<file path="config.mk">
export PLATFORM = sky130hd
export DESIGN_NAME = pad_test_and_strap_status
export DESIGN_NICKNAME = d
export VERILOG_FILES = /design/src/inc/pad_strap_pkg.sv /design/src/pad_test_and_strap_status.sv
export SDC_FILE = /design/constraint.sdc
export NUM_CORES = 1
export LEC_CHECK = 0
export BUFFER_PORTS_ARGS = -buffer_cell sky130_fd_sc_hd__buf_2
export CORE_MARGIN = 3
export CORE_UTILIZATION = 52
export DETAILED_ROUTE_END_ITERATION = 12
export PLACE_DENSITY = 0.85
export SLEW_MARGIN = 15
export SYNTH_ARGS = -nofsm -noshare
export SYNTH_HDL_FRONTEND = slang
export SYNTH_SLANG_ARGS = --single-unit
</file>
<file path="constraint.sdc">
create_clock -name clk -period 4.2 [get_ports clk]
set_input_delay 0.84 -clock clk [delete_from_list [all_inputs] [get_ports clk]]
set_output_delay 0.84 -clock clk [all_outputs]
set_load 0.02 [all_outputs]
</file>
<file path="src/inc/pad_strap_pkg.sv">
// Purpose: Constants and types for the pad test and strap status registers
// Assumes: Avalon-MM slave with 32-bit data, byte addresses = index * 4
// Notes:   Register indexes are kept as printed; byte address derives from them
package pad_strap_pkg;

  // Bus geometry and pad counts
  localparam int ADDR_W = 16;
  localparam int DATA_W = 32;
  localparam int BE_W   = 4;
  localparam int REG_W  = 16;
  localparam int PAD_N  = 16;
  localparam int RB_N   = 4;

  // Register indexes
  localparam logic [ADDR_W-1:0] IDX_PAD_READBACK = 16'h0458;
  localparam logic [ADDR_W-1:0] IDX_INPUT_MODE   = 16'h0459;
  localparam logic [ADDR_W-1:0] IDX_OUTPUT_MODE  = 16'h045A;
  localparam logic [ADDR_W-1:0] IDX_STRAP_LATCH  = 16'h045D;
  localparam logic [ADDR_W-1:0] IDX_STRAP_OPER   = 16'h045E;
  localparam logic [ADDR_W-1:0] IDX_PAD_TEST_CTL = 16'h0460;

  // Byte addresses
  localparam logic [ADDR_W-1:0] ADDR_PAD_READBACK = IDX_PAD_READBACK << 2;
  localparam logic [ADDR_W-1:0] ADDR_INPUT_MODE   = IDX_INPUT_MODE << 2;
  localparam logic [ADDR_W-1:0] ADDR_OUTPUT_MODE  = IDX_OUTPUT_MODE << 2;
  localparam logic [ADDR_W-1:0] ADDR_STRAP_LATCH  = IDX_STRAP_LATCH << 2;
  localparam logic [ADDR_W-1:0] ADDR_STRAP_OPER   = IDX_STRAP_OPER << 2;
  localparam logic [ADDR_W-1:0] ADDR_PAD_TEST_CTL = IDX_PAD_TEST_CTL << 2;

  // Pad test control fields
  localparam int CTL_FORCE_BIT = 0;
  localparam int CTL_DIR_BIT   = 1;
  localparam int CTL_W         = 2;

  // Reset values
  localparam logic [REG_W-1:0]  MODE_RESET = 16'h0000;
  localparam logic [CTL_W-1:0]  CTL_RESET  = 2'h0;
  localparam logic [REG_W-1:0]  ZERO_REG   = 16'h0000;
  localparam logic [DATA_W-1:0] ZERO_WORD  = 32'h0000_0000;

  // MAC interface mode codes held in the strap vector
  localparam logic [2:0] MAC_SGMII       = 3'h0;
  localparam logic [2:0] MAC_RGMII_ALIGN = 3'h4;
  localparam logic [2:0] MAC_RGMII_TX    = 3'h5;
  localparam logic [2:0] MAC_RGMII_BOTH  = 3'h6;
  localparam logic [2:0] MAC_RGMII_RX    = 3'h7;

  // Strap latch vector, laid out as it reads
  typedef struct packed {
    logic       tx_clk_shift;
    logic       rx_clk_shift;
    logic       sgmii_en;
    logic       rgmii_en;
    logic [2:0] test_mode;
    logic [2:0] mac_mode;
    logic       role_strap;
    logic [4:0] management_address_strap;
  } strap_latch_type;

  // Straps sampled at reset release
  typedef struct packed {
    strap_latch_type latch;
    logic            managed;
  } strap_pins_type;

  // Avalon-MM request
  typedef struct packed {
    logic [ADDR_W-1:0] address;
    logic              read;
    logic              write;
    logic [DATA_W-1:0] writedata;
    logic [BE_W-1:0]   byteenable;
  } avmm_req_type;

endpackage : pad_strap_pkg

</file>
<file path="src/pad_test_and_strap_status.sv">
// Purpose: Pad test direction control, pad readback and strap status view
// Assumes: Avalon-MM slave, one clock, synchronous active-low reset
// Notes:   Straps are caught on the first edge after reset is released
//
// Notes on behaviour
// - Pad test force makes each pad take direction from the test bit, its input-mode bit and its output-mode bit.
// - Forced input direction shows four sampled pad levels in readback.
// - Readback bits 0-2 are receive data 1-3, bit 3 first strap pad.
// - Input-mode register bits each force one pad to input mode unless its output-mode bit is set.
// - Output-mode register bits each force one pad to output; reset zero.
// - Strap vector bit 15 shows transmit clock shift strap.
// - Strap vector bit 14 shows receive clock shift strap.
// - Strap vector bit 13 shows serial MAC interface enable strap.
// - Strap vector bit 12 shows reduced MAC interface enable strap.
// - Strap vector bits 8-6 hold the MAC interface mode code.
// - Second vector bit 0 is managed mode; bits 15-1 read zero.
`timescale 1ns/1ps

module pad_test_and_strap_status
(
  // Clock and reset
  input  wire logic                                 clk,
  input  wire logic                                 rst_b,
  // Avalon-MM slave
  input  wire logic [pad_strap_pkg::ADDR_W-1:0]     address,
  input  wire logic                                 read,
  input  wire logic                                 write,
  input  wire logic [pad_strap_pkg::DATA_W-1:0]     writedata,
  input  wire logic [pad_strap_pkg::BE_W-1:0]       byteenable,
  output logic      [pad_strap_pkg::DATA_W-1:0]     readdata,
  output logic                                      waitrequest,
  // Pads
  input  wire logic [pad_strap_pkg::PAD_N-1:0]      func_pad_oe_b,
  input  wire logic [pad_strap_pkg::RB_N-1:0]       pad_level,
  output logic      [pad_strap_pkg::PAD_N-1:0]      pad_oe_b,
  // Straps
  input  wire pad_strap_pkg::strap_pins_type        strap_pins,
  output pad_strap_pkg::strap_latch_type            strap_latch,
  output logic                                      managed_mode
);

  function automatic logic [pad_strap_pkg::REG_W-1:0] merge_lanes
  (
    input logic [pad_strap_pkg::REG_W-1:0]  old_v,
    input logic [pad_strap_pkg::DATA_W-1:0] new_v,
    input logic [pad_strap_pkg::BE_W-1:0]   be
  );
    logic [pad_strap_pkg::REG_W-1:0] r;
    r = old_v;
    if (be[0])
    begin
      r[7:0] = new_v[7:0];
    end
    if (be[1])
    begin
      r[15:8] = new_v[15:8];
    end
    return r;
  endfunction : merge_lanes

  pad_strap_pkg::avmm_req_type              req;
  logic                                     waitrequest_q;
  logic                                     waitrequest_d;
  logic [pad_strap_pkg::DATA_W-1:0]         readdata_q;
  logic [pad_strap_pkg::DATA_W-1:0]         readdata_d;
  logic [pad_strap_pkg::REG_W-1:0]          in_mode_q;
  logic [pad_strap_pkg::REG_W-1:0]          in_mode_d;
  logic [pad_strap_pkg::REG_W-1:0]          out_mode_q;
  logic [pad_strap_pkg::REG_W-1:0]          out_mode_d;
  logic [pad_strap_pkg::CTL_W-1:0]          ctl_q;
  logic [pad_strap_pkg::CTL_W-1:0]          ctl_d;
  logic [pad_strap_pkg::REG_W-1:0]          readback_q;
  logic [pad_strap_pkg::REG_W-1:0]          readback_d;
  logic [pad_strap_pkg::PAD_N-1:0]          pad_oe_b_q;
  logic [pad_strap_pkg::PAD_N-1:0]          pad_oe_b_d;
  pad_strap_pkg::strap_latch_type           strap_q;
  logic                                     managed_q;
  logic                                     captured_q;

  wire logic                                req_seen;
  wire logic                                wr_take;
  wire logic                                hit_readback;
  wire logic                                hit_in_mode;
  wire logic                                hit_out_mode;
  wire logic                                hit_strap;
  wire logic                                hit_oper;
  wire logic                                hit_ctl;
  wire logic                                test_force;
  wire logic                                test_dir_in;
  wire logic [pad_strap_pkg::PAD_N-1:0]     test_dir_vec;
  wire logic [pad_strap_pkg::PAD_N-1:0]     forced_oe_b;
  wire logic [pad_strap_pkg::REG_W-1:0]     oper_word;
  wire logic [pad_strap_pkg::REG_W-1:0]     rd_word;

  assign req = '{address    : address,
                 read       : read,
                 write      : write,
                 writedata  : writedata,
                 byteenable : byteenable};

  // Bus handshake: answer on the edge after the request is first seen
  assign req_seen      = (req.read | req.write) & waitrequest_q;
  assign wr_take       = req.write & ~waitrequest_q;
  assign waitrequest_d = ~req_seen;

  // Address decode
  assign hit_readback = req.address == pad_strap_pkg::ADDR_PAD_READBACK;
  assign hit_in_mode  = req.address == pad_strap_pkg::ADDR_INPUT_MODE;
  assign hit_out_mode = req.address == pad_strap_pkg::ADDR_OUTPUT_MODE;
  assign hit_strap    = req.address == pad_strap_pkg::ADDR_STRAP_LATCH;
  assign hit_oper     = req.address == pad_strap_pkg::ADDR_STRAP_OPER;
  assign hit_ctl      = req.address == pad_strap_pkg::ADDR_PAD_TEST_CTL;

  // Register writes; strap views have no write path
  assign in_mode_d  = (wr_take & hit_in_mode) ?
                      merge_lanes(in_mode_q, req.writedata, req.byteenable) :
                      in_mode_q;
  assign out_mode_d = (wr_take & hit_out_mode) ?
                      merge_lanes(out_mode_q, req.writedata, req.byteenable) :
                      out_mode_q;
  assign ctl_d      = (wr_take & hit_ctl & req.byteenable[0]) ?
                      req.writedata[pad_strap_pkg::CTL_W-1:0] : ctl_q;

  // Pad direction
  assign test_force   = ctl_q[pad_strap_pkg::CTL_FORCE_BIT];
  assign test_dir_in  = ctl_q[pad_strap_pkg::CTL_DIR_BIT];
  assign test_dir_vec = {pad_strap_pkg::PAD_N{test_dir_in}};
  assign forced_oe_b  = (test_dir_vec | in_mode_q) & ~out_mode_q;
  assign pad_oe_b_d   = test_force ? forced_oe_b : func_pad_oe_b;

  // Readback of sampled pads: receive data 1-3, then first strap pad
  assign readback_d = (test_force & test_dir_in) ?
                      {{(pad_strap_pkg::REG_W-pad_strap_pkg::RB_N){1'b0}},
                       pad_level} :
                      pad_strap_pkg::ZERO_REG;

  assign oper_word = {{(pad_strap_pkg::REG_W-1){1'b0}}, managed_q};

  // Read mux
  assign rd_word = hit_readback ? readback_q :
                   hit_in_mode  ? in_mode_q :
                   hit_out_mode ? out_mode_q :
                   hit_strap    ? strap_q :
                   hit_oper     ? oper_word :
                   hit_ctl      ? {{(pad_strap_pkg::REG_W-pad_strap_pkg::CTL_W)
                                    {1'b0}}, ctl_q} :
                   pad_strap_pkg::ZERO_REG;
  assign readdata_d = (req_seen & req.read) ?
                      {{(pad_strap_pkg::DATA_W-pad_strap_pkg::REG_W){1'b0}},
                       rd_word} :
                      readdata_q;

  // Bus and control registers
  always_ff @(posedge clk)
  begin
    if (!rst_b)
    begin
      waitrequest_q <= 1'b1;
      readdata_q    <= pad_strap_pkg::ZERO_WORD;
      in_mode_q     <= pad_strap_pkg::MODE_RESET;
      out_mode_q    <= pad_strap_pkg::MODE_RESET;
      ctl_q         <= pad_strap_pkg::CTL_RESET;
    end
    else
    begin
      waitrequest_q <= waitrequest_d;
      readdata_q    <= readdata_d;
      in_mode_q     <= in_mode_d;
      out_mode_q    <= out_mode_d;
      ctl_q         <= ctl_d;
    end
  end

  // Pad facing registers
  always_ff @(posedge clk)
  begin
    if (!rst_b)
    begin
      readback_q <= pad_strap_pkg::ZERO_REG;
      pad_oe_b_q <= {pad_strap_pkg::PAD_N{1'b1}};
    end
    else
    begin
      readback_q <= readback_d;
      pad_oe_b_q <= pad_oe_b_d;
    end
  end

  // Strap capture on the first edge after reset release
  always_ff @(posedge clk)
  begin
    if (!rst_b)
    begin
      strap_q    <= '0;
      managed_q  <= 1'b0;
      captured_q <= 1'b0;
    end
    else if (!captured_q)
    begin
      strap_q    <= strap_pins.latch;
      managed_q  <= strap_pins.managed;
      captured_q <= 1'b1;
    end
  end

  assign readdata     = readdata_q;
  assign waitrequest  = waitrequest_q;
  assign pad_oe_b     = pad_oe_b_q;
  assign strap_latch  = strap_q;
  assign managed_mode = managed_q;

  // Checks
  wire logic rd_strap;
  wire logic rd_oper;
  assign rd_strap = req_seen & req.read & hit_strap;
  assign rd_oper  = req_seen & req.read & hit_oper;

  property p_force_dir;
    @(posedge clk) disable iff (!rst_b)
      (test_force && test_dir_in && out_mode_q == pad_strap_pkg::ZERO_REG)
      |=> (pad_oe_b_q == {pad_strap_pkg::PAD_N{1'b1}});
  endproperty
  a_force_dir : assert property (p_force_dir)
    else $error("Forced input direction not applied to pads");

  property p_func_dir;
    @(posedge clk) disable iff (!rst_b)
      !test_force |=> (pad_oe_b_q == $past(func_pad_oe_b));
  endproperty
  a_func_dir : assert property (p_func_dir)
    else $error("Functional pad direction not passed through");

  property p_readback_levels;
    @(posedge clk) disable iff (!rst_b)
      (test_force && test_dir_in)
      |=> (readback_q[pad_strap_pkg::RB_N-1:0] == $past(pad_level));
  endproperty
  a_readback_levels : assert property (p_readback_levels)
    else $error("Readback does not show sampled pad levels");

  property p_readback_clear;
    @(posedge clk) disable iff (!rst_b)
      !(test_force && test_dir_in) |=> (readback_q == pad_strap_pkg::ZERO_REG);
  endproperty
  a_readback_clear : assert property (p_readback_clear)
    else $error("Readback not zero outside forced input");

  property p_input_mode;
    @(posedge clk) disable iff (!rst_b)
      (test_force && !test_dir_in && out_mode_q == pad_strap_pkg::ZERO_REG)
      |=> (pad_oe_b_q == $past(in_mode_q));
  endproperty
  a_input_mode : assert property (p_input_mode)
    else $error("Input-mode bits not reflected on pads");

  property p_output_mode;
    @(posedge clk) disable iff (!rst_b)
      test_force |=> ((pad_oe_b_q & $past(out_mode_q)) ==
                      pad_strap_pkg::ZERO_REG);
  endproperty
  a_output_mode : assert property (p_output_mode)
    else $error("Output-mode bit did not enable pad drive");

  property p_mode_reset;
    @(posedge clk) $rose(rst_b) |-> (in_mode_q == pad_strap_pkg::MODE_RESET &&
                                     out_mode_q == pad_strap_pkg::MODE_RESET);
  endproperty
  a_mode_reset : assert property (p_mode_reset)
    else $error("Mode registers not zero after reset");

  property p_tx_shift;
    @(posedge clk) disable iff (!rst_b)
      rd_strap |=> (readdata_q[15] == $past(strap_q.tx_clk_shift));
  endproperty
  a_tx_shift : assert property (p_tx_shift)
    else $error("Transmit clock shift strap misread");

  property p_rx_shift;
    @(posedge clk) disable iff (!rst_b)
      rd_strap |=> (readdata_q[14] == $past(strap_q.rx_clk_shift));
  endproperty
  a_rx_shift : assert property (p_rx_shift)
    else $error("Receive clock shift strap misread");

  property p_sgmii_en;
    @(posedge clk) disable iff (!rst_b)
      rd_strap |=> (readdata_q[13] == $past(strap_q.sgmii_en));
  endproperty
  a_sgmii_en : assert property (p_sgmii_en)
    else $error("Serial interface strap misread");

  property p_rgmii_en;
    @(posedge clk) disable iff (!rst_b)
      rd_strap |=> (readdata_q[12] == $past(strap_q.rgmii_en));
  endproperty
  a_rgmii_en : assert property (p_rgmii_en)
    else $error("Reduced interface strap misread");

  property p_mac_mode;
    @(posedge clk) disable iff (!rst_b)
      rd_strap |=> (readdata_q[8:6] == $past(strap_q.mac_mode));
  endproperty
  a_mac_mode : assert property (p_mac_mode)
    else $error("MAC mode field misread");

  property p_oper_vec;
    @(posedge clk) disable iff (!rst_b)
      rd_oper |=> (readdata_q[15:1] == 15'h0000 &&
                   readdata_q[0] == $past(managed_q));
  endproperty
  a_oper_vec : assert property (p_oper_vec)
    else $error("Operation vector misread");

  property p_strap_hold;
    @(posedge clk) disable iff (!rst_b)
      captured_q |=> ($stable(strap_q) && $stable(managed_q));
  endproperty
  a_strap_hold : assert property (p_strap_hold)
    else $error("Strap view changed after capture");

  property p_answer;
    @(posedge clk) disable iff (!rst_b)
      (read || write) |-> ##[0:1] !waitrequest_q;
  endproperty
  a_answer : assert property (p_answer)
    else $error("Bus request not answered");

  c_forced_read : cover property (@(posedge clk) disable iff (!rst_b)
    test_force && test_dir_in ##1 rd_word == readback_q && req_seen);
  c_out_mode : cover property (@(posedge clk) disable iff (!rst_b)
    test_force && out_mode_q != pad_strap_pkg::ZERO_REG);
  c_in_mode : cover property (@(posedge clk) disable iff (!rst_b)
    test_force && !test_dir_in && out_mode_q == pad_strap_pkg::ZERO_REG);
  c_strap_read : cover property (@(posedge clk) disable iff (!rst_b)
    rd_strap && strap_q.rgmii_en);
  c_strap_write : cover property (@(posedge clk) disable iff (!rst_b)
    wr_take && hit_strap);

endmodule : pad_test_and_strap_status

</file>
# ---- After elaboration in Yosys (flattened, before gate mapping)
# Index checks and enable logic that the tools add are counted.
# W data, S select, Z words.
dict set report op_classes {
  n_eq_ne 6
  n_mux 8
  n_bitwise 14
  n_reduce_logical 5
}
# cell count
set op_table {}
lappend op_table {{$eq A16 B13 Y1 const B} 6}
lappend op_table {{$mux W16} 5}
lappend op_table {{$and A16 B16 Y16} 1}
lappend op_table {{$not A16 Y16} 1}
lappend op_table {{$or A16 B16 Y16} 1}
lappend op_table {{$reduce_and A2 Y1} 5}
lappend op_table {{$and A1 B1 Y1} 8}
lappend op_table {{$mux W2} 2}
lappend op_table {{$not A1 Y1} 2}
lappend op_table {{$mux W1} 1}
lappend op_table {{$or A1 B1 Y1} 1}
dict set report totals {
  ff_bits 101
  inputBits 93
  output_inout_bits 66
}

# ---- Longest topological paths before layout
dict set report logic_depth {
  ltp_word 7
  depth_mapped 8
}

# ---- Least setup slack after synthesis
# Ideal clock, no wire load.
dict set report synth_path {
  kind {input-to-reg}
  startpoint {input address[2] in the netlist's numbering}
  endpoint {register readdata_q, in the netlist readdata[1]}
  setup_ns 0.058
  arrival_ns 2.243
  required_time_ns 4.142
  path_slack_ns 1.899
  cell_stages 6
  path_cell_list {buf_6 > or4b_1 > nor4_2 > nand4_1 > a2111oi_0 > o21a_1}
}
dict set report synth_between {
  elab_chain_len 7
  word_cells_on_any_way 12
  cone_classes {6 x eq/ne; 6 x mux}
}
# element line
set synth_rtl {}
lappend synth_rtl {{from (decl)} pad_test_and_strap_status.sv:25} ;# input wire logic [pad_strap_pkg::ADDR_W-1:0] address,
lappend synth_rtl {{$eq A16 B13 Y1} pad_test_and_strap_status.sv:112} ;# assign hit_ctl = req.address == pad_strap_pkg::ADDR_PAD_TEST_CTL;
lappend synth_rtl {{$mux W2} pad_test_and_strap_status.sv:145} ;# hit_ctl ? {{(pad_strap_pkg::REG_W-pad_strap_pkg::CTL_W)
lappend synth_rtl {{$mux W2} pad_test_and_strap_status.sv:144} ;# hit_oper ? oper_word :
lappend synth_rtl {{$mux W16} pad_test_and_strap_status.sv:143} ;# hit_strap ? strap_q :
lappend synth_rtl {{$mux W16} pad_test_and_strap_status.sv:142} ;# hit_out_mode ? out_mode_q :
lappend synth_rtl {{$mux W16} pad_test_and_strap_status.sv:141} ;# hit_in_mode ? in_mode_q :
lappend synth_rtl {{$mux W16 (*)} pad_test_and_strap_status.sv:140} ;# assign rd_word = hit_readback ? readback_q :
lappend synth_rtl {{to (signal assigned)} pad_test_and_strap_status.sv:159} ;# readdata_q <= pad_strap_pkg::ZERO_WORD;
lappend synth_rtl {{to (signal assigned)} pad_test_and_strap_status.sv:167} ;# readdata_q <= readdata_d;
lappend synth_rtl {{to (decl)} pad_test_and_strap_status.sv:64} ;# logic [pad_strap_pkg::DATA_W-1:0] readdata_q;
# Mark *: on every way between the ends. The rest lies on a longest branch, timed or not.
# A chain may end at the register's enable or synchronous reset.

# ---- Worst setup path after layout
dict set report layout_path {
  startpoint {input address[13] in the netlist's numbering}
  endpoint {register out_mode_q[15] in the netlist's numbering}
}
dict set report layout_between {
  elab_chain_len 3
}
# element line
set layout_rtl {}
lappend layout_rtl {{$eq A16 B13 Y1} pad_test_and_strap_status.sv:109} ;# assign hit_out_mode = req.address == pad_strap_pkg::ADDR_OUTPUT_MODE;
lappend layout_rtl {{$and A1 B1 Y1} pad_test_and_strap_status.sv:118} ;# assign out_mode_d = (wr_take & hit_out_mode) ?
lappend layout_rtl {{$reduce_and A2 Y1 (no line)} --}
lappend layout_rtl {{to (signal assigned)} pad_test_and_strap_status.sv:161} ;# out_mode_q <= pad_strap_pkg::MODE_RESET;
lappend layout_rtl {{to (signal assigned)} pad_test_and_strap_status.sv:169} ;# out_mode_q <= out_mode_d;
lappend layout_rtl {{to (decl)} pad_test_and_strap_status.sv:68} ;# logic [pad_strap_pkg::REG_W-1:0] out_mode_q;
# Every way passes these cells.

==> impl.org <==
** Placed design
- Placed Cells :: between 600 and 700
- Pre-CTS setup slack :: 1.18 ns
- Input and output buffers added on the ports amount to approximately 120.
- Gp weighted congestion :: ~0.88
- Post-placement cell area :: approximately 4600 um2
- Detailed placement ended at an HPWL of around 7.4 mm.

** Job
- Total of max-cap violations :: 0

** Critical path
- CP required :: approximately 4.5 ns
- Critical path class :: in2reg
- In this run the critical register-to-register path is launched from waitrequest.
- Number of cells traversed by the worst register-to-register path :: 5
- STA classifies the critical path endpoint as a register.
- Element type at the critical path start :: input pin
- Internal reg-to-reg setup slack :: 2.31 ns
- Arrival time of data at the critical path endpoint :: ~3 ns
- Largest fanout on the critical path :: 18
- The endpoint identified for the worst register-to-register timing path is in_mode_q[3].

** Worst hold path
- WHS Path Cells :: 2
- End point of the worst hold path :: readdata[6]
- The worst hold path begins at readdata[6].
- In this run the worst hold path is classified as reg2reg.

** Power
- For this design the static power due to leakage is approximately 2.0 nW.
- Across the VDD grid, the largest voltage drop is between 0.15 and 0.2 mV.
- Power Dens Cells :: between 300 and 400 nW/um2

** Finish
- Of the cells placed in the final design, the portion with a size suffix greater than 1 is 26.1%.
- Non-filler instance count after layout :: 669
- From synthesis to final layout, the design area changed by 19.3%.
- In the final design database the tool counted 658 nets.
- Final design instance area without fill :: around 4800 um2
- Final cell utilization of the core :: between 60 and 70%
- Antenna diodes :: 0

** Global routing
- Global routing consumed, on the met3 layer, about 5.4% of the routing resources.
- Entering global routing, the biggest net connects 75 pins.
- The number of global-route vias before repair was between 3,000 and 4,000.
- For this run, global-route usage on met2 was measured as between 30% and 40%.
- After global routing, the most crowded layer is met2.
- Global routing consumed, on the met1 layer, between 30 and 40% of the routing resources.
- Overall routing resource usage :: about a quarter
- Congestion Overflow GR :: 0
- Number of antenna violations at the first check in global routing :: 0
- First-pass GRT wire length :: ~16 mm

** Timing
- Setup slack closes at between 1 and 1.5 ns.
- RSZ-0062 raised after global routing :: false
- The final count of pins violating max slew was 0.
- At the pin with the least slew margin, the transition time is a little over 1 ns.
- Relative max-transition margin :: about 32%
- After routing, the total negative slack on setup checks comes to 0 ns.
- Post-layout min period :: 2.71 ns
- Final-report hold violation count :: 0
- On the final layout, the worst clock skew is approximately 0.011 ns.
- Fin crit share :: roughly 65%
- Highest Clock Rate :: between 300 and 400 MHz
- Setup violations remaining at the end of the flow were counted as 0.

** Synthesis
- After synthesis the cells add up to roughly 4000 um2.
- After synthesis, the mean cell area works out to 8.79 um2.
- In this run, synthesis produced a sequential element count of 89.
- Synthesis produced approximately 460 cells.
- Share of synthesized area occupied by flip-flops and latches :: 44.3%
- Syn. warnings :: 0
- Asr flop ratio synth :: 0%
- Yosys mapped a number of flops with a built-in enable equal to 0.
- Unique masters post-synth :: 45
- Most instantiated flip-flop cell in the synthesis netlist :: dfxtp_1

** Clocking
- Buffer cell driving the clock tree root :: clkbuf_8
- Number of H-tree levels :: 3
- Clock-pin slew was measured on the worst setup and hold paths at roughly 0.090 ns.
- Hold bufs inserted after CTS :: 0
- Buffers added to address setup during post-CTS repair amount to 0.
- TritonCTS built the clock tree.
- In this run the deepest clock path goes through 2 buffers.
- CTS sink count :: between 80 and 90
- Buffers inserted during clock tree synthesis total 9.
- Worst-skew pair later-pin latency :: 0.36 ns
- Once the clock tree was built, the resizer swapped 0 gates to a different size.

** Routing
- Using the TritonRoute via totals, the vias-per-cell ratio works out to between 5 and 6.
- First-iteration detailed-routing DRC count :: around 300
- The first detailed-routing pass ran for 4 iterations.
- Aggregate routed wire length :: just over 10 mm
- Detailed routing inserted a total of 3,592 vias.
- For this run, design rule violations remaining after detail routing come to 0.
- After detailed routing, the average wire length per cell comes to ~16 um.
- Number of nets with antenna violations after detailed routing :: 0

** Die
- In this run the standard cell core region covers around 7400 um2.
- # IOs :: between 150 and 200
- Initial Util :: about 55%
- The die is 94.0 um tall.
- The initialized floorplan defines 31 standard-cell rows.
- Area enclosed by the die boundary :: about 9000 um2
- Horizontal die dimension :: 94.0 um

** Run status
- The run finished with clean final reports.
[flip-flops by register name, indices dropped and copies added (netlist names)]
| name | flops |
|---|---|
| out_mode_q | 16 |
| managed_mode | 1 |
| waitrequest | 1 |
| readback_q | 4 |
| strap_latch | 16 |
| in_mode_q | 16 |
| captured_q | 1 |
| ctl_q | 2 |
| pad_oe_b | 16 |
| readdata | 16 |
[critical path, stage by stage]
cell      delay (ns)
buf_2           0.11
nor4b_4         0.52
and4_1          0.72
and3_1          0.48
nand2_1         0.12
a21boi_0        0.18
[cells in the mapped netlist (4+ instances only)]
| library cell | number | share of area, % |
|---|---|---|
| nor2b_1 | 36 | 5.6 |
| nand2_1 | 68 | 6.3 |
| buf_4 | 17 | 3.2 |
| nand3_1 | 7 | 0.87 |
| o21ai_0 | 67 | 8.3 |
| dfxtp_1 | 89 | 44 |
| a21boi_0 | 30 | 5.6 |
| mux2i_1 | 35 | 8.7 |
| o21ai_1 | 9 | 1.1 |
| buf_2 | 5 | 0.62 |
| inv_1 | 4 | 0.37 |
| and2_1 | 5 | 0.78 |
| and3_1 | 6 | 0.93 |
| clkbuf_1 | 21 | 2.0 |
| nor2_1 | 19 | 1.8 |
[how the worst max path moves through the flow]
stage,start,to,slack (ns),depth (start not counted)
finish,address[13],out_mode_q[15],1.49,6
global placement,address[13],out_mode_q[11],1.20,6
CTS,address[13],out_mode_q[15],1.51,6
floorplan,address[2],readdata[1],1.90,6
detailed placement,address[9],out_mode_q[10],1.18,6
global route,address[13],out_mode_q[9],1.35,6
[kinds of logic (layout without fill, tap and decap cells)]
logic type	count (synthesis)	count (layout)	synth area share, %
xor gates and xnor gates	1	1	0.218
muxes	35	35	8.71
AOI/OAI and AO/OA	120	120	17.6
other	1	16	0.0932
DFF	89	89	44.3
and+or+nand+nor	164	164	22.7
buffers and inverters	48	145	6.41
[report_power, final]
group,switching (mW),internal (mW)
sequential,0.0139,0.862
combinational,0.0993,0.0673
clock,0.314,0.299
[routing by layer]
metal | wire (um) | vias to the layer above | share of wire [%]
li1 | - | 1756 | -
met1 | 4380 | 1654 | 42
met2 | 4930 | 165 | 48
met3 | 892 | 17 | 8.6
met4 | 164 | 0 | 1.6
met5 | 0 | - | 0
[stage by stage]
stage          power, mW  hold WS (ns)
2_1_floorplan       1.00         0.420
3_3_place_gp        1.06         0.433
3_5_place_dp        1.06         0.442
4_1_cts             1.66         0.454
5_1_grt             1.71         0.465
6_report            1.66         0.452
[area by class of cell]
type	instances	area (um2)
tap	99	124
inverter	4	15.0
multi-input combinational	336	2040
timing repair buffer	125	628
clock inverter	6	72.6
fill	646	2570
sequential	89	1780
clock buffer	10	138
[placed cells by master (no fill, tap or decap), types with 2 or more instances in the layout]
cell / count
buf_2: 124
dfxtp_1: 89
nand2_1: 68
o21ai_0: 67
nor2b_1: 36
mux2i_1: 35
a21boi_0: 30
nor2_1: 19
conb_1: 16
clkbuf_8: 10
o21ai_1: 9
nand3_1: 7
and3_1: 6
and2_1: 5
inv_1: 4
nor4b_4: 3
nand4_1: 3
inv_6: 3
nor4bb_1: 2
and4_1: 2
a31oi_1: 2
o22ai_1: 2
a21oi_1: 2
nor3_4: 2
No activity file was read; power rests on OpenSTA's default activity.
